<file path="config.mk">
export PLATFORM = sky130hd
export DESIGN_NAME = pmc_power_mode_controller
export DESIGN_NICKNAME = d
export VERILOG_FILES = /design/src/common/pmc_pkg.sv /design/src/rtl/pmc_tick_timer.sv /design/src/rtl/pmc_power_mode_controller.sv
export SDC_FILE = /design/constraint.sdc
export NUM_CORES = 1
export LEC_CHECK = 0
export ABC_AREA = 1
export BUFFER_PORTS_ARGS = -buffer_cell sky130_fd_sc_hd__buf_2
export CAP_MARGIN = 20
export CORE_MARGIN = 5
export CORE_UTILIZATION = 30
export CTS_BUF_LIST = sky130_fd_sc_hd__clkbuf_4 sky130_fd_sc_hd__clkbuf_8
export DETAILED_ROUTE_END_ITERATION = 6
export GPL_ROUTABILITY_DRIVEN = 0
export PLACE_DENSITY = 0.54
export SLEW_MARGIN = 40
export SYNTH_ARGS = -nofsm -noshare
export SYNTH_HDL_FRONTEND = slang
export SYNTH_SLANG_ARGS = --single-unit
</file>
<file path="constraint.sdc">
create_clock -name ref_clk_in -period 6.5 [get_ports ref_clk_in]
set_clock_uncertainty 0.05 [all_clocks]
set_input_delay 0.65 -clock ref_clk_in [delete_from_list [all_inputs] [get_ports ref_clk_in]]
set_output_delay 0.65 -clock ref_clk_in [all_outputs]
set_load 0.005 [all_outputs]
</file>
<file path="src/common/pmc_pkg.sv">
// Constants, register layout and state type of the power mode controller
package pmc_pkg;

    // ************************************************************
    // Clock rates and derived counts
    // ************************************************************
    localparam int          CLK_HZ            = 50_000_000;
    localparam int          LF_CLK_HZ         = 32_768;
    localparam int          LF_DIV_CYCLES     = CLK_HZ / LF_CLK_HZ;
    localparam int          MS_PER_S          = 1000;
    localparam int          SOFT_RESET_CYCLES = 16;
    localparam int          TIMER_W           = 16;

    // ************************************************************
    // Register offsets and reset values
    // ************************************************************
    localparam logic [7:0]  SYS_CTRL_ADDR       = 8'h02;
    localparam logic [7:0]  SYS_CTRL_TWO_ADDR   = 8'h03;
    localparam logic [7:0]  SYS_CTRL_RESET      = 8'h0B;
    localparam logic [7:0]  SYS_CTRL_TWO_RESET  = 8'h00;
    localparam logic [7:0]  SYS_CTRL_TWO_MASK   = 8'h1F;

    // ************************************************************
    // Field positions
    // ************************************************************
    localparam int          SC_SOFT_RESET_BIT   = 7;
    localparam int          SC_EXT_CLK_BIT      = 6;
    localparam int          SC_HIBERNATE_BIT    = 5;
    localparam int          SC_SLEEP_BIT        = 4;
    localparam int          SC_GPIO_EN_BIT      = 3;
    localparam int          SC_KEYPAD_EN_BIT    = 1;
    localparam int          SC_PWM_EN_BIT       = 0;
    localparam int          SC2_IO_OFF_BIT      = 4;
    localparam int          SC2_AUTO_SLEEP_BIT  = 3;
    localparam int          SC2_DELAY_MSB       = 2;
    localparam int          SC2_DELAY_LSB       = 0;

    // ************************************************************
    // Power mode codes shown on the mode output
    // ************************************************************
    localparam logic [1:0]  MODE_OPERATIONAL    = 2'h0;
    localparam logic [1:0]  MODE_SLEEP          = 2'h1;
    localparam logic [1:0]  MODE_HIBERNATE      = 2'h2;
    localparam logic [1:0]  MODE_WAKING         = 2'h3;

    typedef enum logic [2:0] {
        PMC_OPERATIONAL,
        PMC_WAKING,
        PMC_SLEEP,
        PMC_KEY_DEBOUNCE,
        PMC_HIBERNATE
    } pmc_state_t;

    // Auto-sleep delay in milliseconds per select code
    function automatic int sleep_delay_ms(input logic [2:0] sel);
        case (sel)
            3'h0:    sleep_delay_ms = 4;
            3'h1:    sleep_delay_ms = 16;
            3'h2:    sleep_delay_ms = 32;
            3'h3:    sleep_delay_ms = 64;
            3'h4:    sleep_delay_ms = 128;
            3'h5:    sleep_delay_ms = 256;
            3'h6:    sleep_delay_ms = 512;
            default: sleep_delay_ms = 1024;
        endcase
    endfunction

    // Delay in low-frequency ticks, rounded down
    function automatic logic [TIMER_W-1:0] sleep_delay_ticks(input logic [2:0] sel);
        sleep_delay_ticks = TIMER_W'((sleep_delay_ms(sel) * LF_CLK_HZ) / MS_PER_S);
    endfunction

endpackage

</file>
<file path="src/rtl/pmc_tick_timer.sv">
// Loadable down-counter stepped by low-frequency tick enables
`timescale 1ns/1ps
module pmc_tick_timer #(
    parameter int WIDTH = 16
) (
    input  wire logic             clk_in,
    input  wire logic             rst_n_in,
    input  wire logic             load_in,
    input  wire logic [WIDTH-1:0] load_value_in,
    input  wire logic             clear_in,
    input  wire logic             tick_in,
    output logic                  running_out,
    output logic                  expired_out
);

    logic [WIDTH-1:0] count;

    // ************************************************************
    // Count down one step per tick, pulse on reaching the end
    // ************************************************************
    always_ff @(posedge clk_in or negedge rst_n_in) begin
        if (!rst_n_in) begin
            count       <= '0;
            running_out <= 1'b0;
            expired_out <= 1'b0;
        end else begin
            expired_out <= 1'b0;
            if (load_in) begin
                count       <= load_value_in;
                running_out <= 1'b1;
            end else if (clear_in) begin
                running_out <= 1'b0;
            end else if (running_out && tick_in) begin
                if (count <= WIDTH'(1)) begin
                    running_out <= 1'b0;
                    expired_out <= 1'b1;
                end else begin
                    count <= count - WIDTH'(1);
                end
            end
        end
    end

endmodule // pmc_tick_timer

</file>
<file path="src/rtl/pmc_power_mode_controller.sv">
// Power mode controller: modes, auto-sleep, wakeup, clock gating and reset merge
`timescale 1ns/1ps
module pmc_power_mode_controller
    import pmc_pkg::*;
#(
    parameter int DEBOUNCE_TICKS = 16
) (
    input  wire logic       ref_clk_in,
    input  wire logic       reset_n_in,
    input  wire logic       lvd_reset_in,
    input  wire logic       ext_clk_32k_in,
    input  wire logic       rc_ready_in,
    input  wire logic       wakeup_pin_in,
    input  wire logic       keypress_in,
    input  wire logic       hotkey_in,
    input  wire logic       irq_event_in,
    input  wire logic       i2c_addr_wr_match_in,
    input  wire logic       i2c_own_xfer_done_in,
    input  wire logic       i2c_reset_req_in,
    input  wire logic       reg_wr_en_in,
    input  wire logic       reg_rd_en_in,
    input  wire logic [7:0] reg_addr_in,
    input  wire logic [7:0] reg_wr_data_in,
    output logic      [7:0] reg_rd_data_out,
    output logic            sys_reset_n_out,
    output logic            rc_osc_en_out,
    output logic            lf_osc_en_out,
    output logic            ext_clk_sel_out,
    output logic            lf_tick_out,
    output logic            keypad_clk_en_out,
    output logic            pwm_clk_en_out,
    output logic            gpio_clk_en_out,
    output logic            io_shifter_off_out,
    output logic            i2c_active_out,
    output logic            scl_hold_out,
    output logic      [1:0] power_mode_out
);

    // ************************************************************
    // Declarations
    // ************************************************************
    localparam int          PIN_W = 6;
    localparam int          DIV_W = $clog2(LF_DIV_CYCLES + 1);

    logic [1:0]             rst_sync;
    logic                   rst_n;
    logic [PIN_W-1:0]       pin_meta;
    logic [PIN_W-1:0]       pin_sync;
    logic                   lvd_s;
    logic                   ext_clk_s;
    logic                   rc_ready_s;
    logic                   wakeup_s;
    logic                   keypress_s;
    logic                   hotkey_s;
    logic                   ext_clk_prev;
    logic [DIV_W-1:0]       div_count;
    logic                   div_tick;
    logic                   lf_tick;
    logic [7:0]             sys_ctrl;
    logic [7:0]             sys_ctrl_two;
    logic [$clog2(SOFT_RESET_CYCLES+1)-1:0] soft_count;
    logic                   soft_done;
    logic                   sync_reset;
    pmc_state_t             state;
    pmc_state_t             next_state;
    logic                   wake_event;
    logic                   auto_expired;
    logic                   auto_load;
    logic                   auto_clear;
    logic                   deb_expired;
    logic                   deb_load;
    logic                   sc_wr;
    logic                   sc2_wr;

    // ************************************************************
    // Reset release and pin synchronisers
    // ************************************************************

    // Two-stage release of the external reset
    always_ff @(posedge ref_clk_in or negedge reset_n_in) begin
        if (!reset_n_in) begin
            rst_sync <= 2'h0;
        end else begin
            rst_sync <= {rst_sync[0], 1'b1};
        end
    end

    assign rst_n = rst_sync[1];

    // Two flip-flops on every asynchronous input
    always_ff @(posedge ref_clk_in or negedge rst_n) begin
        if (!rst_n) begin
            pin_meta <= '0;
            pin_sync <= '0;
        end else begin
            pin_meta <= {lvd_reset_in, ext_clk_32k_in, rc_ready_in, wakeup_pin_in, keypress_in, hotkey_in};
            pin_sync <= pin_meta;
        end
    end

    assign {lvd_s, ext_clk_s, rc_ready_s, wakeup_s, keypress_s, hotkey_s} = pin_sync;

    // ************************************************************
    // Low-frequency tick: internal divider or external clock edge
    // ************************************************************

    // Divider standing in for the RC-derived 32 kHz clock
    always_ff @(posedge ref_clk_in or negedge rst_n) begin
        if (!rst_n) begin
            div_count    <= '0;
            div_tick     <= 1'b0;
            ext_clk_prev <= 1'b0;
        end else begin
            ext_clk_prev <= ext_clk_s;
            div_tick     <= (div_count == DIV_W'(LF_DIV_CYCLES - 1));
            if (div_count == DIV_W'(LF_DIV_CYCLES - 1)) begin
                div_count <= '0;
            end else begin
                div_count <= div_count + DIV_W'(1);
            end
        end
    end

    // Source choice; no ticks while the slow oscillator is off
    always_comb begin
        if (state == PMC_HIBERNATE) begin
            lf_tick = 1'b0;
        end else if (sys_ctrl[SC_EXT_CLK_BIT]) begin
            lf_tick = ext_clk_s & ~ext_clk_prev;
        end else begin
            lf_tick = div_tick;
        end
    end

    // ************************************************************
    // Reset sources and soft reset sequencing
    // ************************************************************

    // Soft reset runs a fixed number of cycles, then reloads registers
    always_ff @(posedge ref_clk_in or negedge rst_n) begin
        if (!rst_n) begin
            soft_count <= '0;
            soft_done  <= 1'b0;
        end else begin
            soft_done <= 1'b0;
            if (!sys_ctrl[SC_SOFT_RESET_BIT] || soft_done) begin
                soft_count <= '0;
            end else if (soft_count == $bits(soft_count)'(SOFT_RESET_CYCLES - 1)) begin
                soft_done  <= 1'b1;
                soft_count <= '0;
            end else begin
                soft_count <= soft_count + $bits(soft_count)'(1);
            end
        end
    end

    assign sync_reset = lvd_s | i2c_reset_req_in | soft_done;

    // ************************************************************
    // Register writes
    // ************************************************************
    assign sc_wr  = reg_wr_en_in && (reg_addr_in == SYS_CTRL_ADDR);
    assign sc2_wr = reg_wr_en_in && (reg_addr_in == SYS_CTRL_TWO_ADDR);

    // System control: a write wins over the hardware clears
    always_ff @(posedge ref_clk_in or negedge rst_n) begin
        if (!rst_n) begin
            sys_ctrl <= SYS_CTRL_RESET;
        end else if (sync_reset) begin
            sys_ctrl <= SYS_CTRL_RESET;
        end else if (sc_wr) begin
            sys_ctrl <= reg_wr_data_in;
        end else begin
            if (next_state == PMC_SLEEP && state != PMC_SLEEP) begin
                sys_ctrl[SC_SLEEP_BIT] <= 1'b0;
            end
            if (next_state == PMC_WAKING || (state == PMC_KEY_DEBOUNCE && next_state == PMC_SLEEP)) begin
                sys_ctrl[SC_HIBERNATE_BIT] <= 1'b0;
            end
        end
    end

    // System control two: supply and auto-sleep settings
    always_ff @(posedge ref_clk_in or negedge rst_n) begin
        if (!rst_n) begin
            sys_ctrl_two <= SYS_CTRL_TWO_RESET;
        end else if (sync_reset) begin
            sys_ctrl_two <= SYS_CTRL_TWO_RESET;
        end else if (sc2_wr) begin
            sys_ctrl_two <= reg_wr_data_in & SYS_CTRL_TWO_MASK;
        end
    end

    // Registered read port, unmapped offsets read zero
    always_ff @(posedge ref_clk_in or negedge rst_n) begin
        if (!rst_n) begin
            reg_rd_data_out <= 8'h00;
        end else if (reg_rd_en_in) begin
            case (reg_addr_in)
                SYS_CTRL_ADDR:     reg_rd_data_out <= sys_ctrl;
                SYS_CTRL_TWO_ADDR: reg_rd_data_out <= sys_ctrl_two;
                default:           reg_rd_data_out <= 8'h00;
            endcase
        end
    end

    // ************************************************************
    // Auto-sleep and key debounce timers
    // ************************************************************
    assign auto_load  = (state == PMC_OPERATIONAL) && sys_ctrl_two[SC2_AUTO_SLEEP_BIT]
                        && i2c_own_xfer_done_in;
    assign auto_clear = (state != PMC_OPERATIONAL) || !sys_ctrl_two[SC2_AUTO_SLEEP_BIT]
                        || i2c_addr_wr_match_in;
    assign deb_load   = (state == PMC_HIBERNATE) && keypress_s;

    // Auto-sleep inactivity timeout on slow ticks
    pmc_tick_timer #(
        .WIDTH          (TIMER_W)
    ) u_auto_sleep_timer (
        .clk_in         (ref_clk_in),
        .rst_n_in       (rst_n),
        .load_in        (auto_load),
        .load_value_in  (sleep_delay_ticks(sys_ctrl_two[SC2_DELAY_MSB:SC2_DELAY_LSB])),
        .clear_in       (auto_clear),
        .tick_in        (lf_tick),
        .running_out    (),
        .expired_out    (auto_expired)
    );

    // Key debounce on slow ticks
    pmc_tick_timer #(
        .WIDTH          (TIMER_W)
    ) u_debounce_timer (
        .clk_in         (ref_clk_in),
        .rst_n_in       (rst_n),
        .load_in        (deb_load),
        .load_value_in  (TIMER_W'(DEBOUNCE_TICKS)),
        .clear_in       (state != PMC_KEY_DEBOUNCE),
        .tick_in        (lf_tick),
        .running_out    (),
        .expired_out    (deb_expired)
    );

    // ************************************************************
    // Mode state machine
    // ************************************************************
    assign wake_event = i2c_addr_wr_match_in | wakeup_s | hotkey_s | irq_event_in;

    // Next mode
    always_comb begin
        next_state = state;
        case (state)
            PMC_OPERATIONAL: begin
                if (sys_ctrl[SC_HIBERNATE_BIT]) begin
                    next_state = PMC_HIBERNATE;
                end else if (sys_ctrl[SC_SLEEP_BIT]) begin
                    next_state = PMC_SLEEP;
                end else if (auto_expired && sys_ctrl_two[SC2_AUTO_SLEEP_BIT]) begin
                    next_state = PMC_SLEEP;
                end
            end
            PMC_SLEEP: begin
                if (wake_event) begin
                    next_state = PMC_WAKING;
                end
            end
            PMC_WAKING: begin
                if (rc_ready_s) begin
                    next_state = PMC_OPERATIONAL;
                end
            end
            PMC_HIBERNATE: begin
                if (i2c_addr_wr_match_in) begin
                    next_state = PMC_WAKING;
                end else if (keypress_s) begin
                    next_state = PMC_KEY_DEBOUNCE;
                end
            end
            PMC_KEY_DEBOUNCE: begin
                if (i2c_addr_wr_match_in) begin
                    next_state = PMC_WAKING;
                end else if (!keypress_s) begin
                    next_state = PMC_HIBERNATE;
                end else if (deb_expired) begin
                    next_state = PMC_SLEEP;
                end
            end
            default: begin
                next_state = PMC_OPERATIONAL;
            end
        endcase
    end

    // Mode register; any merged reset returns to operational
    always_ff @(posedge ref_clk_in or negedge rst_n) begin
        if (!rst_n) begin
            state <= PMC_OPERATIONAL;
        end else if (sync_reset) begin
            state <= PMC_OPERATIONAL;
        end else begin
            state <= next_state;
        end
    end

    // ************************************************************
    // Registered outputs
    // ************************************************************

    // Mode, oscillator and handshake outputs follow the next mode
    always_ff @(posedge ref_clk_in or negedge rst_n) begin
        if (!rst_n) begin
            rc_osc_en_out     <= 1'b1;
            lf_osc_en_out     <= 1'b1;
            scl_hold_out      <= 1'b0;
            i2c_active_out    <= 1'b1;
            power_mode_out    <= MODE_OPERATIONAL;
        end else begin
            rc_osc_en_out  <= (next_state == PMC_OPERATIONAL) || (next_state == PMC_WAKING);
            lf_osc_en_out  <= (next_state != PMC_HIBERNATE);
            scl_hold_out   <= (next_state == PMC_WAKING);
            i2c_active_out <= (next_state == PMC_OPERATIONAL);
            case (next_state)
                PMC_OPERATIONAL:  power_mode_out <= MODE_OPERATIONAL;
                PMC_WAKING:       power_mode_out <= MODE_WAKING;
                PMC_HIBERNATE:    power_mode_out <= MODE_HIBERNATE;
                default:          power_mode_out <= MODE_SLEEP;
            endcase
        end
    end

    // Module clock gates, slow tick, supply and reset outputs
    always_ff @(posedge ref_clk_in or negedge rst_n) begin
        if (!rst_n) begin
            keypad_clk_en_out  <= 1'b0;
            pwm_clk_en_out     <= 1'b0;
            gpio_clk_en_out    <= 1'b0;
            ext_clk_sel_out    <= 1'b0;
            lf_tick_out        <= 1'b0;
            io_shifter_off_out <= 1'b0;
            sys_reset_n_out    <= 1'b0;
        end else begin
            keypad_clk_en_out  <= (state == PMC_KEY_DEBOUNCE)
                                  || ((state != PMC_HIBERNATE) && sys_ctrl[SC_KEYPAD_EN_BIT]);
            pwm_clk_en_out     <= (state != PMC_HIBERNATE) && sys_ctrl[SC_PWM_EN_BIT];
            gpio_clk_en_out    <= (state != PMC_HIBERNATE) && sys_ctrl[SC_GPIO_EN_BIT];
            ext_clk_sel_out    <= sys_ctrl[SC_EXT_CLK_BIT];
            lf_tick_out        <= lf_tick;
            io_shifter_off_out <= sys_ctrl_two[SC2_IO_OFF_BIT];
            sys_reset_n_out    <= ~(sync_reset | sys_ctrl[SC_SOFT_RESET_BIT]);
        end
    end

endmodule // pmc_power_mode_controller

</file>
# Yosys cells after proc, flatten, opt, wreduce, memory -nomap -nowiden
# Index checks and enable logic that the tools add are counted.
totals:
  reg_bits: 109
  latch_bits: 0
  ram_bits: 0
  rom_bits: 0
  out_inout_bits: 21
  n_memories: 0
op_classes:
  add_sub_neg: 4
  n_mul: 0
  div: 1
  magnitude_cmp: 2
  eq_ne: 25
  shifts: 0
  mux: 54
  bitwise: 9
  reduce_logical: 39
ops:
  columns: ["operator", "n"]
  rows:
  - ["$mux W16", 8]
  - ["$pmux W11 S7", 1]
  - ["$mux W3", 11]
  - ["$div A32 B11 Y32 const B", 1]
  - ["$le A16 B1 Y1 const B", 2]
  - ["$sub A16 B1 Y16 const B", 2]
  - ["$mux W8", 3]
  - ["$mux W1", 22]
  - ["$reduce_bool A3 Y1", 7]
  - ["$eq A8 B2 Y1 const B", 2]
  - ["$pmux W8 S2", 1]
  - ["$eq A3 B2 Y1 const B", 5]
  - ["$eq A3 B3 Y1 const B", 5]
  - ["$pmux W3 S5", 1]
  - ["$logic_and A1 B1 Y1", 13]
  - ["$add A11 B1 Y11 const B", 1]
  - ["$eq A11 B11 Y1 const B", 1]
  - ["$mux W11", 1]
  - ["$mux W5", 2]
  - ["$eq A3 B1 Y1 const B", 3]
  - ["$logic_not A3 Y1", 3]
  - ["$ne A2 B2 Y1 const B", 4]
  - ["$reduce_bool A2 Y1", 4]
  - ["$logic_or A1 B1 Y1", 6]
  - ["other kinds (13)", 25]

# Logic depth before layout (Yosys ltp)
# Gate-level depths: netlist of run 1.
depth:
  ltp_word: 11
  mapped_depth: 47
  mapped_depth_nobuf: 45

# Cells and area by module
# A second synthesis of run 1 with hierarchy kept.
hier_totals:
  cells_unflattened: 985
  hier_area_um2: 6966.7
modules_own_cells:
  columns: ["mod", "instances", "cells_per_inst", "area_per_inst_um2", "seq_area_each_um2"]
  rows:
  - ["pmc_power_mode_controller", 1, 555, 4291.6, 1759.2]
  - ["pmc_tick_timer", 2, 215, 1337.5, 450.4]

# Worst setup path after synthesis of run 1
# Ideal clock, no wire load.
synth_timing:
  path_kind: "register -> register"
  startpoint: "reg sys_ctrl_two[2]"
  endpoint: "reg u_auto_sleep_timer.count[0]"
  arrival_time_ns: 4.993
  setup_slack_ns: 1.341
  stages_incl_launch_ff: 47
  n_path_buf: 1
  cell_sequence: "dfrtp_1 -> nand2_4 -> nor2_1 -> inv_1 -> ha_1 -> inv_1 -> o21ai_4 -> inv_2 -> ha_1 -> inv_1 -> nand2_1 -> nand2_1 -> nand2_1 -> nand2_1 -> nand3_2 -> nor2_4 -> nand2_4 -> nand2_8 -> (+11 left out) -> ha_1 -> nand3_2 -> nor2_4 -> nand2_4 -> nand2_8 -> ha_1 -> inv_1 -> nand3_2 -> nor2_4 -> nand3_2 -> nand3_1 -> inv_1 -> nand2_1 -> nand2_1 -> nor2_1 -> nand3_1 -> nand2_1 -> nand2_1"
synth_between:
  elab_chain_len: 4
synth_lines:
  columns: ["element", "line_no", "source"]
  rows:
  - ["start, declared", "pmc_power_mode_controller.sv:60", "logic [7:0] sys_ctrl_two;"]
  - ["start signal, assigned", "pmc_power_mode_controller.sv:190", "sys_ctrl_two <= reg_wr_data_in & SYS_CTRL_TWO_MASK;"]
  - ["$eq A3 B3 Y1 (tied with other cells)", "pmc_pkg.sv:56", "case (sel)"]
  - ["$pmux W11 S7 (*)", "pmc_pkg.sv:56", null]
  - ["$div A32 B11 Y32 (*)", "pmc_pkg.sv:70", "sleep_delay_ticks = TIMER_W'((sleep_delay_ms(sel) * LF_CLK_HZ) / MS_PER_S);"]
  - ["$mux W16 (*)", "pmc_tick_timer.sv:28", "if (load_in) begin"]
  - ["end signal, assigned", "pmc_tick_timer.sv:29", "count <= load_value_in;"]
  - ["end signal, assigned", "pmc_tick_timer.sv:38", "count <= count - WIDTH'(1);"]
  - ["end, declared", "pmc_tick_timer.sv:16", "logic [WIDTH-1:0] count;"]
# Every way passes the cells marked *; elsewhere a longest branch is shown, timed or not.
# A chain may end at the register's enable or synchronous reset.

# Worst setup path after layout of run 1
# Same ends and word-level chain as after synthesis.

==> impl_metrics.sql, run 1 <==
INSERT INTO impl_metrics (metric_group, metric, value, unit) VALUES
('cts', 'postCtsSetupBuffers', '0', ''),
('routing', 'num_vias', '5325', ''),
('final_layout', 'insertedDiodeCount', '0', ''),
('grt', 'global_route.usage.total', '12.76', '%'),
('worst_setup_path', 'critical_path_class', 'reg -> reg', ''),
('synthesis', 'synth.ff_latch_count', '106', ''),
('final_layout', 'area_used_by_multi_input_combinational_logic', '3055', 'um^2'),
('synthesis', 'async_set_or_reset_flop_fraction_in_the_synthesized_netlist', '100.0', '%'),
('worst_setup_path', 'worst_path_max_delay_cell', 'sky130_fd_sc_hd__dfrtp_1', ''),
('grt', 'grt_start_max_net_pins', '58', ''),
('synthesis', 'mappedNetlistNets', '850', ''),
('placement', 'port_buffer_cells', '50', ''),
('cts', 'cts.sinks', '106', ''),
('pwr', 'power_per_cell_area', '172.7', 'nW/um^2'),
('cts', 'clockRootBuffer', 'sky130_fd_sc_hd__clkbuf_8', ''),
('worst_setup_path', 'path_max_fanout', '11', ''),
('routing', 'drc_errors', '0', ''),
('synthesis', 'synthesis.area', '6261', 'um^2'),
('worst_setup_path', 'critical_path_required', '6.74', 'ns'),
('synthesis', 'synth.largest_area_cell', 'sky130_fd_sc_hd__dfrtp_1', ''),
('cts', 'clkTransAtPathRegs', '0.10', 'ns'),
('final_layout', 'drive_gt1_share', '16.96', '%'),
('floorplanning', 'floorplan.die.width', '154.5', 'um'),
('placement', 'dp_slack', '0.6674', 'ns'),
('final_layout', 'final_util', '34.82', '%'),
('synthesis', 'synth-edff-count', '0', ''),
('timing', 'fin_ws', '0.7129', 'ns'),
('routing', 'firstDrtPassIters', '5', ''),
('floorplanning', 'fp.dieH', '154.5', 'um'),
('timing', 'timing_worst_slew_pin_value', '0.7422', 'ns'),
('routing', 'drt-vias-per-instance', '4.683', ''),
('routing', 'routed_antenna_nets', '0', ''),
('cts', 'cts_max_path_buffers', '2', ''),
('final_layout', 'seqCellArea', '2665', 'um^2'),
('synthesis', 'synth_seq_area_share', '42.49', '%'),
('timing', 'maxClockFrequency', '172.8', 'MHz'),
('cts', 'clk_latency', '0.39', 'ns'),
('synthesis', 'syn-mean-instance-area', '7.797', 'um^2'),
('synthesis', 'yosys-top-cells-area', 'sky130_fd_sc_hd__dfrtp_1 40%, sky130_fd_sc_hd__nand2_1 9.2%, sky130_fd_sc_hd__inv_1 7.4%', ''),
('placement', 'detailed_place_hpwl', '11390', 'um'),
('cts', 'h-tree-depth', '3', ''),
('cts', 'cts-buffers-inserted', '9', ''),
('timing', 'totalNegativeSetupSlack', '0', 'ns'),
('timing', 'rsz0062_at_grt', 'false', ''),
('synthesis', 'synthDominantCellAreaShare', '39.97', '%'),
('grt', 'overflow', '0', ''),
('timing', 'hold_viol', '0', ''),
('timing', 'drv_slew', '0', ''),
('floorplanning', 'floorplan.rows', '52', ''),
('timing', 'setup-violations-final', '0', ''),
('worst_setup_path', 'crit_path_max_incr_delay', '0.57', 'ns'),
('worst_setup_path', 'critical_path_s_most_frequent_cell', 'sky130_fd_sc_hd__nand2_1', ''),
('pwr', 'power.leakage', '3.561', 'nW'),
('floorplanning', 'core_region_area', '20360', 'um^2'),
('floorplanning', 'initial_core_util', '30.74', '%'),
('grt', 'antenna_found_initial', '0', ''),
('timing', 'slew_headroom', '50.34', '%'),
('grt', 'grt_pass1_vias', '5033', ''),
('routing', 'route.final.wire_length', '14710', 'um'),
('worst_setup_path', 'timing.critical_path.from_type', 'flip-flop', ''),
('job', 'cap_violations', '0', ''),
('floorplanning', 'dieArea', '23860', 'um^2'),
('synthesis', 'yosysUniqueCellTypes', '52', ''),
('cts', 'cts_tree', 'done', ''),
('timing', 'whs', '0.2954', 'ns'),
('synthesis', 'yosys_warnings', '0', ''),
('pwr', 'max-vdd-ir-drop', '0.1514', 'mV'),
('worst_setup_path', 'critPathArrivalTime', '6.03', 'ns'),
('worst_setup_path', 'endpoint_kind', 'flip-flop', ''),
('timing', 'min_tclk_post_route', '5.787', 'ns'),
('final_layout', 'filler_cell_count', '2130', ''),
('synthesis', 'dominantRegCellSynth', 'sky130_fd_sc_hd__dfrtp_1', ''),
('grt', 'first_pass_grt_wire_length', '25260', 'um'),
('final_layout', 'flow.area_growth_from_synthesis', '13.27', '%'),
('routing', 'drt-wirelength-per-cell', '12.94', 'um'),
('synthesis', 'netlist_instances', '803', ''),
('floorplanning', 'design.portCount', '51', ''),
('min_path', 'worstHoldPathType', 'reg -> async', ''),
('routing', 'detail_route.iter0.violations', '352', ''),
('outcome', 'outcome', 'finished clean', ''),
('timing', 'fin_crit_sh', '89.03', '%'),
('final_layout', 'finish.net_count', '909', '');
-- path summary, 6_finish.rpt --
kind                            cells after the start                                      end  slack (ns)                         from
worst max-delay path                               43  u_auto_sleep_timer.count[0]$_DFFE_PN0P_        0.71  sys_ctrl_two[2]$_DFFE_PN0P_
worst min-delay path                                0                   div_count[3]$_DFF_PN0_        0.30        rst_sync[1]$_DFF_PN0_
worst max register to register                     43  u_auto_sleep_timer.count[0]$_DFFE_PN0P_        0.71  sys_ctrl_two[2]$_DFFE_PN0P_
worst min register to register                      0                   div_count[3]$_DFF_PN0_        0.30        rst_sync[1]$_DFF_PN0_
max in group asynchronous                           2                  sys_ctrl[0]$_DFFE_PN1P_        5.09        rst_sync[1]$_DFF_PN0_
min in group ref_clk_in                             1                    pin_meta[5]$_DFF_PN0_        0.31                 lvd_reset_in
-- through the flow --
step                      instance area [um^2]  instances  total power [W]
after global placement                    6837       1119        0.0007727
after CTS                                 7071       1136         0.001244
after floorplan                           6261        803        0.0007453
after global routing                      7092       1137         0.001285
after detailed placement                  6837       1119        0.0007726
final                                     7092       1137         0.001225
-- state kept, by name, summed over array words and instances, names as in the netlist, 3 cells and up --
signal,count
pin_sync,6
u_debounce_timer.count,16
u_auto_sleep_timer.count,16
sys_ctrl_two,5
soft_count,5
sys_ctrl,8
reg_rd_data_out,8
state,3
div_count,11
pin_meta,6
-- report_power, final --
part | leakage [nW] | internal [W] | switching, W | total (W)
clock | 0.111 | 0.000229 | 0.000235 | 0.000464
sequential | 1.35 | 0.000676 | 0.0000167 | 0.000692
combinational | 2.10 | 0.0000272 | 0.0000418 | 0.0000690
total | 3.56 | 0.000931 | 0.000294 | 0.00123
-- cells by family after synthesis --
family / after synthesis / synth area share (%)
compound gates: 113 / 11.39
flops: 106 / 42.49
buf+inv: 142 / 8.713
xor+xnor: 19 / 2.658
fa+ha+maj: 17 / 3.397
other cells: 1 / 0.05989
simple gates: 405 / 31.29
-- repair_timing --
item | CTS | global route
hold buffers | 1 | 0
setup endpoints to repair | 0 | 1
resized for setup | 0 | 1
endpoints found under the hold margin | 2 | 0
-- worst max-delay path, delay by kind of cell, from the launching register on --
family / cells / cell delay [ns]
compound gates: 1 / 0.10
simple gates: 33 / 3.40
fa+ha+maj: 5 / 1.31
flops: 1 / 0.57
buf+inv: 4 / 0.28
-- final cells by class --
type                            instances  area share (%)
Sequential cell                       106           37.58
Inverter                              136           7.251
Clock buffer                           11           1.958
Timing Repair Buffer                   54           4.164
Clock inverter                          5           1.200
Tap cell                              270           4.764
Multi-Input combinational cell        555           43.08
-- cells in the final DEF (no fill, tap or decap), types with 10 or more instances in the layout --
cell / Yosys / routed
sky130_fd_sc_hd__nand3_1: 53 / 53
sky130_fd_sc_hd__nand2_2: 20 / 20
sky130_fd_sc_hd__nor2_1: 91 / 91
sky130_fd_sc_hd__buf_2: 1 / 50
sky130_fd_sc_hd__inv_2: 10 / 10
sky130_fd_sc_hd__nor3_1: 30 / 30
sky130_fd_sc_hd__a21oi_1: 24 / 24
sky130_fd_sc_hd__o21ai_0: 36 / 36
sky130_fd_sc_hd__nand2_1: 154 / 154
sky130_fd_sc_hd__ha_1: 17 / 17
sky130_fd_sc_hd__dfrtp_1: 100 / 98
sky130_fd_sc_hd__inv_1: 123 / 123
sky130_fd_sc_hd__o22ai_1: 11 / 11
sky130_fd_sc_hd__xor2_1: 13 / 13
-- Yosys cell counts, types with 2 or more instances --
library cell and instances:
sky130_fd_sc_hd__a21oi_1 24, sky130_fd_sc_hd__a221oi_1 2, sky130_fd_sc_hd__a22oi_1 3, sky130_fd_sc_hd__a31oi_1 4, sky130_fd_sc_hd__and2_1 2, sky130_fd_sc_hd__clkbuf_1 4
sky130_fd_sc_hd__dfrtp_1 100, sky130_fd_sc_hd__dfstp_2 6, sky130_fd_sc_hd__ha_1 17, sky130_fd_sc_hd__inv_1 123, sky130_fd_sc_hd__inv_2 10, sky130_fd_sc_hd__nand2_1 154
sky130_fd_sc_hd__nand2_2 20, sky130_fd_sc_hd__nand2_4 8, sky130_fd_sc_hd__nand2_8 2, sky130_fd_sc_hd__nand3_1 53, sky130_fd_sc_hd__nand3_2 8, sky130_fd_sc_hd__nand3b_1 2
sky130_fd_sc_hd__nand4_1 9, sky130_fd_sc_hd__nor2_1 91, sky130_fd_sc_hd__nor2_2 6, sky130_fd_sc_hd__nor2_4 7, sky130_fd_sc_hd__nor3_1 30, sky130_fd_sc_hd__nor3b_1 2
sky130_fd_sc_hd__nor4_1 7, sky130_fd_sc_hd__o211ai_1 5, sky130_fd_sc_hd__o21ai_0 36, sky130_fd_sc_hd__o21ai_1 4, sky130_fd_sc_hd__o221ai_1 7, sky130_fd_sc_hd__o22ai_1 11
sky130_fd_sc_hd__o311ai_0 3, sky130_fd_sc_hd__o31ai_1 6, sky130_fd_sc_hd__xnor2_1 6, sky130_fd_sc_hd__xor2_1 13
-- layer usage --
layer	wire length, um	global-route usage [%]	part of all wire, %
met1	7451	18.95	51
met2	6246	18.55	42
met3	716	2.794	4.9
met4	296	3.785	2.0
met5	0	0	0
No activity file was read; power rests on OpenSTA's default activity.
==> run 2: changes to the inputs <==
- clock period: 6.5 -> 6.58 ns (I/O delays scaled with it)
==> run 2 against run 1 <==
  * Clock power is 14% lower
  * Sequential cell count stayed put
  * Global-route usage is 0.088 points higher
  * Critical path type unchanged
==> impl_metrics.sql, run 2 (synthesis gave the netlist of run 1 again) <==
INSERT INTO impl_metrics (metric_group, metric, value, unit) VALUES
('floorplanning', 'floorplan.rows', '52', ''),
('cts', 'post_cts_hold_buffer_count', '1', ''),
('final_layout', 'mostFrequentLayoutCell', 'sky130_fd_sc_hd__nand2_1', ''),
('final_layout', 'reg_top3', 'u_auto_sleep_timer.count (16), u_debounce_timer.count (16), div_count (11)', ''),
('floorplanning', 'initial_core_util', '30.74', '%'),
('floorplanning', 'fp.dieH', '154.5', 'um'),
('pwr', 'sw_frac_of_total', '25.87', '%'),
('routing', 'routed_antenna_nets', '0', ''),
('worst_setup_path', 'endpoint_kind', 'flip-flop', ''),
('pwr', 'internal_power', '0.0008532', 'W'),
('cts', 'ctsResizeCount', '0', ''),
('routing', 'num_vias', '5207', ''),
('pwr', 'comb_power_share', '5.9', '%'),
('cts', 'clk_latency', '0.39', 'ns'),
('placement', 'detailed_place_hpwl', '11340', 'um'),
('pwr', 'power', '0.001151', 'W'),
('cts', 'clockRootBuffer', 'sky130_fd_sc_hd__clkbuf_8', ''),
('grt', 'overflow', '0', ''),
('floorplanning', 'floorplan.die.width', '154.5', 'um'),
('worst_setup_path', 'critPathArrivalTime', '6.11', 'ns'),
('worst_setup_path', 'critical_path_class', 'reg -> reg', ''),
('worst_setup_path', 'worst_path_max_delay_cell', 'sky130_fd_sc_hd__dfrtp_1', ''),
('grt', 'antenna_found_initial', '1', ''),
('pwr', 'power_per_cell_area', '163.1', 'nW/um^2'),
('routing', 'drt-wirelength-per-cell', '12.88', 'um'),
('worst_setup_path', 'timing.critical_path.from_type', 'flip-flop', ''),
('final_layout', 'most-common-layout-cells', '154 x sky130_fd_sc_hd__nand2_1, 123 x sky130_fd_sc_hd__inv_1, 99 x sky130_fd_sc_hd__dfrtp_1, 91 x sky130_fd_sc_hd__nor2_1, 53 x sky130_fd_sc_hd__nand3_1', ''),
('cts', 'cts.sinks', '106', ''),
('final_layout', 'finish.net_count', '909', ''),
('outcome', 'outcome', 'finished clean', ''),
('timing', 'totalNegativeSetupSlack', '0', 'ns'),
('final_layout', 'drive_gt1_share', '16.84', '%'),
('pwr', 'total_switching_power', '0.0002978', 'W'),
('routing', 'drc_errors', '0', ''),
('cts', 'postCtsSetupBuffers', '0', ''),
('pwr', 'share_seq_of_total_power', '59.4', '%'),
('final_layout', 'flow.area_growth_from_synthesis', '12.75', '%'),
('pwr', 'max-vdd-ir-drop', '0.1018', 'mV'),
('floorplanning', 'dieArea', '23860', 'um^2'),
('cts', 'h-tree-depth', '3', ''),
('timing', 'drv_slew', '0', ''),
('timing', 'slew_headroom', '51.12', '%'),
('final_layout', 'insertedDiodeCount', '0', ''),
('cts', 'cts_tree', 'done', ''),
('routing', 'firstDrtPassIters', '5', ''),
('final_layout', 'filler_cell_count', '2139', ''),
('worst_setup_path', 'path_max_fanout', '11', ''),
('routing', 'detail_route.iter0.violations', '406', ''),
('timing', 'setup-violations-final', '0', ''),
('timing', 'timing_worst_slew_pin_value', '0.7305', 'ns'),
('cts', 'cts_max_path_buffers', '2', ''),
('pwr', 'power.leakage', '3.548', 'nW'),
('floorplanning', 'design.portCount', '51', ''),
('grt', 'grt_start_max_net_pins', '58', ''),
('pwr', 'clock_power_share', '34.7', '%'),
('min_path', 'worstHoldPathType', 'reg -> async', ''),
('routing', 'route.final.wire_length', '14640', 'um'),
('floorplanning', 'core_region_area', '20360', 'um^2'),
('cts', 'clkTransAtPathRegs', '0.11', 'ns'),
('grt', 'global_route.usage.total', '12.85', '%'),
('timing', 'fin_crit_sh', '89.08', '%'),
('grt', 'grt_pass1_vias', '4981', ''),
('timing', 'rsz0062_at_grt', 'false', ''),
('placement', 'port_buffer_cells', '50', ''),
('timing', 'hold_viol', '0', ''),
('routing', 'drt-vias-per-instance', '4.580', ''),
('cts', 'cts-buffers-inserted', '9', ''),
('grt', 'first_pass_grt_wire_length', '25310', 'um'),
('timing', 'maxClockFrequency', '170.6', 'MHz'),
('timing', 'min_tclk_post_route', '5.862', 'ns'),
('job', 'cap_violations', '0', ''),
('worst_setup_path', 'critical_path_required', '6.82', 'ns'),
('worst_setup_path', 'critical_path_s_most_frequent_cell', 'sky130_fd_sc_hd__nand2_1', ''),
('worst_setup_path', 'crit_path_max_incr_delay', '0.53', 'ns');
[run 2: changes by cell type in the layout (fill, tap and decap cells not counted)]
cell and delta:
sky130_fd_sc_hd__inv_8 +2, sky130_fd_sc_hd__dfrtp_1 +1, sky130_fd_sc_hd__clkbuf_8 +1, sky130_fd_sc_hd__bufinv_16 -2, sky130_fd_sc_hd__dfrtp_2 -1, sky130_fd_sc_hd__clkinv_4 +2, sky130_fd_sc_hd__clkbuf_4 -1, sky130_fd_sc_hd__inv_6 -2
[run 2: routing by layer]
layer | global-route usage (%) | vias to the layer above | share of wire [%]
met5 | 0 | - | 0.048
met4 | 3.154 | 2 | 1.1
met3 | 2.850 | 12 | 3.9
met2 | 19.09 | 98 | 44
met1 | 18.99 | 2363 | 51
li1 | - | 2732 | -
[run 2: final cells by class]
class / instances / area (um^2) / share of cell area [%]
multi-input cells: 555 / 3055 / 43.28
flip-flops and latches: 106 / 2664 / 37.73
inverters: 136 / 514.2 / 7.285
well taps: 270 / 337.8 / 4.786
repair buffers: 54 / 295.3 / 4.183
clock buffers: 11 / 145.1 / 2.056
clock inverters: 5 / 47.55 / 0.6735
[run 2: worst paths after layout]
path	startpoint	to	slack, ns	cells past startpoint
setup / recovery	sys_ctrl_two[0]$_DFFE_PN0P_	u_auto_sleep_timer.count[0]$_DFFE_PN0P_	0.72	42
hold / removal	rst_sync[1]$_DFF_PN0_	div_count[3]$_DFF_PN0_	0.30	0
setup reg to reg	sys_ctrl_two[0]$_DFFE_PN0P_	u_auto_sleep_timer.count[0]$_DFFE_PN0P_	0.72	42
hold reg to reg	rst_sync[1]$_DFF_PN0_	div_count[3]$_DFF_PN0_	0.30	0
max in group asynchronous	rst_sync[1]$_DFF_PN0_	sys_ctrl[0]$_DFFE_PN1P_	5.08	2
min in group ref_clk_in	pin_meta[2]$_DFF_PN0_	pin_sync[2]$_DFF_PN0_	0.31	0
[run 2: stage by stage]
stage	std cells	cell area [um^2]	worst slack [ns]	hold WS (ns)	utilization [%]
6_report	1137	7059	0.7184	0.2958	34.66
2_1_floorplan	803	6261	1.421	0.2812	-
5_1_grt	1137	7059	0.1626	0.2784	34.66
3_3_place_gp	1119	6837	0.7983	0.2839	33.57
4_1_cts	1136	7039	0.7326	0.2883	34.57
3_5_place_dp	1119	6837	0.7617	0.2855	33.57
[run 2: critical path, delay by kind of cell, from the launching register on]
kind | cells | cell delay [ns]
fa+ha+maj | 5 | 1.26
compound gates | 1 | 0.10
buf+inv | 4 | 0.48
simple gates | 32 | 3.35
flops | 1 | 0.53
[run 2: power groups by stage]
stage	Combinational [W]	Clock [W]	Sequential, W
after floorplan	0.0000391	0	0.000697
after global placement	0.0000662	0	0.000697
after detailed placement	0.0000666	0	0.000697
after CTS	0.0000673	0.000417	0.000685
after global routing	0.0000788	0.000443	0.000688
final	0.0000675	0.000400	0.000684
==> run 3: changes to the inputs <==
- CORE_ASPECT_RATIO: default -> 0.9
- GPL_TIMING_DRIVEN: default -> 0
==> run 3 against run 2 <==
  * Combinational power up 5.0%
  * Total power grew 0.58%
  * Critical path type unchanged
  * Critical path depth grew 5
  * Cell area up 0.51%
  * Setup slack gained 0.040 ns
  * Largest cell class unchanged
  * Via count is 0.69% higher
  * Register-to-register slack gained 0.04 ns
  * Worst hold slack got worse by 0.085 ns
  * Maximum frequency increased by 0.69%
  * Highest routed layer is now met4
  * First-iteration DRC count shrank 21%
  * Sequential power is essentially flat
==> impl_metrics.sql, run 3 (synthesis gave the netlist of run 1 again) <==
INSERT INTO impl_metrics (metric_group, metric, value, unit) VALUES
('floorplanning', 'dieArea', '23860', 'um^2'),
('timing', 'hold_viol', '0', ''),
('floorplanning', 'floorplan.rows', '50', ''),
('worst_setup_path', 'critical_path_class', 'reg -> reg', ''),
('pwr', 'sw_frac_of_total', '26.80', '%'),
('cts', 'ctsResizeCount', '0', ''),
('worst_setup_path', 'critical_path_required', '6.81', 'ns'),
('final_layout', 'finish.net_count', '914', ''),
('worst_setup_path', 'path_max_fanout', '10', ''),
('pwr', 'power', '0.001158', 'W'),
('worst_setup_path', 'crit_cells', '47', ''),
('routing', 'route.final.wire_length', '14120', 'um'),
('cts', 'cts_tree', 'done', ''),
('final_layout', 'flow.area_growth_from_synthesis', '13.33', '%'),
('routing', 'num_vias', '5243', ''),
('routing', 'drt-wirelength-per-cell', '12.47', 'um'),
('grt', 'global_route.usage.total', '12.00', '%'),
('worst_setup_path', 'worst-path-buf-inv', '8', ''),
('pwr', 'internal_power', '0.0008475', 'W'),
('pwr', 'power_per_cell_area', '163.2', 'nW/um^2'),
('timing', 'fin_ws', '0.7585', 'ns'),
('placement', 'dp_slack', '0.7292', 'ns'),
('worst_setup_path', 'endpoint_kind', 'flip-flop', ''),
('timing', 'min_tclk_post_route', '5.821', 'ns'),
('pwr', 'power.leakage', '3.570', 'nW'),
('floorplanning', 'floorplan.die.width', '162.3', 'um'),
('cts', 'h-tree-depth', '3', ''),
('cts', 'cts.sinks', '106', ''),
('timing', 'drv_slew', '0', ''),
('pwr', 'clock_power_share', '35.0', '%'),
('worst_setup_path', 'crit_path_max_incr_delay', '0.33', 'ns'),
('outcome', 'outcome', 'finished clean', ''),
('placement', 'numPlacedInstances', '1115', ''),
('worst_setup_path', 'critical-path-top-delay-family', 'simple AND/OR/NAND/NOR gates', ''),
('final_layout', 'mostFrequentLayoutCell', 'sky130_fd_sc_hd__nand2_1', ''),
('cts', 'cts-buffers-inserted', '9', ''),
('timing', 'maxClockFrequency', '171.8', 'MHz'),
('floorplanning', 'fp.dieH', '147.1', 'um'),
('worst_setup_path', 'worst_path_max_delay_cell', 'sky130_fd_sc_hd__dfrtp_1', ''),
('final_layout', 'final_cell_count_no_fill', '1132', ''),
('grt', 'grt_start_max_net_pins', '42', ''),
('pwr', 'max-vdd-ir-drop', '0.1003', 'mV'),
('worst_setup_path', 'critical_path_s_most_frequent_cell', 'sky130_fd_sc_hd__nand2_1', ''),
('routing', 'firstDrtPassIters', '5', ''),
('cts', 'clockRootBuffer', 'sky130_fd_sc_hd__clkbuf_8', ''),
('worst_setup_path', 'timing.critical_path.from_type', 'flip-flop', ''),
('routing', 'detail_route.iter0.violations', '319', ''),
('timing', 'fin_crit_sh', '88.47', '%'),
('timing', 'slew_headroom', '48.54', '%'),
('floorplanning', 'design.portCount', '51', ''),
('routing', 'drc_errors', '0', ''),
('worst_setup_path', 'critPathArrivalTime', '6.05', 'ns'),
('grt', 'grt_pass1_vias', '4979', ''),
('worst_setup_path', 'worst_r2r_path_depth', '47', ''),
('pwr', 'share_seq_of_total_power', '58.9', '%'),
('min_path', 'worstHoldPathType', 'reg -> async', ''),
('routing', 'routed_antenna_nets', '0', ''),
('cts', 'postCtsSetupBuffers', '0', ''),
('cts', 'clkTransAtPathRegs', '0.12', 'ns'),
('final_layout', 'most-common-layout-cells', '154 x sky130_fd_sc_hd__nand2_1, 123 x sky130_fd_sc_hd__inv_1, 99 x sky130_fd_sc_hd__dfrtp_1, 91 x sky130_fd_sc_hd__nor2_1, 53 x sky130_fd_sc_hd__nand3_1', ''),
('placement', 'detailed_place_hpwl', '10860', 'um'),
('final_layout', 'insertedDiodeCount', '0', ''),
('job', 'cap_violations', '0', ''),
('floorplanning', 'initial_core_util', '30.33', '%'),
('pwr', 'comb_power_share', '6.1', '%'),
('timing', 'rsz0062_at_grt', 'false', ''),
('timing', 'timing_worst_slew_pin_value', '0.7660', 'ns'),
('grt', 'antenna_found_initial', '0', ''),
('final_layout', 'drive_gt1_share', '16.86', '%'),
('grt', 'first_pass_grt_wire_length', '24010', 'um'),
('final_layout', 'reg_top3', 'u_auto_sleep_timer.count (16), u_debounce_timer.count (16), div_count (11)', ''),
('routing', 'drt-vias-per-instance', '4.632', ''),
('timing', 'totalNegativeSetupSlack', '0', 'ns'),
('cts', 'post_cts_hold_buffer_count', '1', ''),
('floorplanning', 'core_region_area', '20640', 'um^2'),
('cts', 'cts_max_path_buffers', '2', ''),
('cts', 'clk_latency', '0.38', 'ns'),
('timing', 'setup-violations-final', '0', ''),
('pwr', 'total_switching_power', '0.0003102', 'W'),
('grt', 'overflow', '0', ''),
('placement', 'port_buffer_cells', '50', '');
-- run 3: area by class of cell --
type / instances / area, um^2
well taps: 260 / 325.3
repair buffers: 53 / 300.3
flip-flops and latches: 106 / 2664
multi-input cells: 555 / 3055
plain buffers: 6 / 31.28
clock buffers: 9 / 123.9
fillers: 2168 / 13550
clock inverters: 7 / 81.33
inverters: 136 / 514.2
-- run 3: stage by stage --
stage / hold WS, ns / cell area, um^2 / utilization [%]
floorplan: 0.2812 / 6261 / -
detailed placement: 0.2157 / 6880 / 33.33
finish: 0.2109 / 7096 / 34.37
CTS: 0.2270 / 7096 / 34.37
global placement: 0.2836 / 6837 / 33.12
global route: 0.2528 / 7096 / 34.37
-- run 3: final timing paths --
kind,to,startpoint,slack (ns)
min reg2reg,io_shifter_off_out$_DFF_PN0_,rst_sync[1]$_DFF_PN0_,0.21
max reg2reg,u_auto_sleep_timer.count[0]$_DFFE_PN0P_,sys_ctrl_two[0]$_DFFE_PN0P_,0.76
min,io_shifter_off_out$_DFF_PN0_,rst_sync[1]$_DFF_PN0_,0.21
min in group ref_clk_in,pin_sync[5]$_DFF_PN0_,pin_meta[5]$_DFF_PN0_,0.31
max in group asynchronous,i2c_active_out$_DFF_PN1_,rst_sync[1]$_DFF_PN0_,5.40
max,u_auto_sleep_timer.count[0]$_DFFE_PN0P_,sys_ctrl_two[0]$_DFFE_PN0P_,0.76
-- run 3: metal layers --
metal | wire length [um] | track usage [%] | part of all wire [%]
met5 | 0 | 0 | 0
met4 | 157 | 2.495 | 1.1
met3 | 502 | 2.356 | 3.6
met2 | 6041 | 17.94 | 43
met1 | 7421 | 18.02 | 53
-- run 3: power by group through the flow --
stage	registers, W	clock network (W)	logic [W]
2_1_floorplan	0.000697	0	0.0000391
3_3_place_gp	0.000704	0	0.0000586
3_5_place_dp	0.000694	0	0.0000717
4_1_cts	0.000682	0.000422	0.0000722
5_1_grt	0.000685	0.000447	0.0000825
6_report	0.000682	0.000405	0.0000709
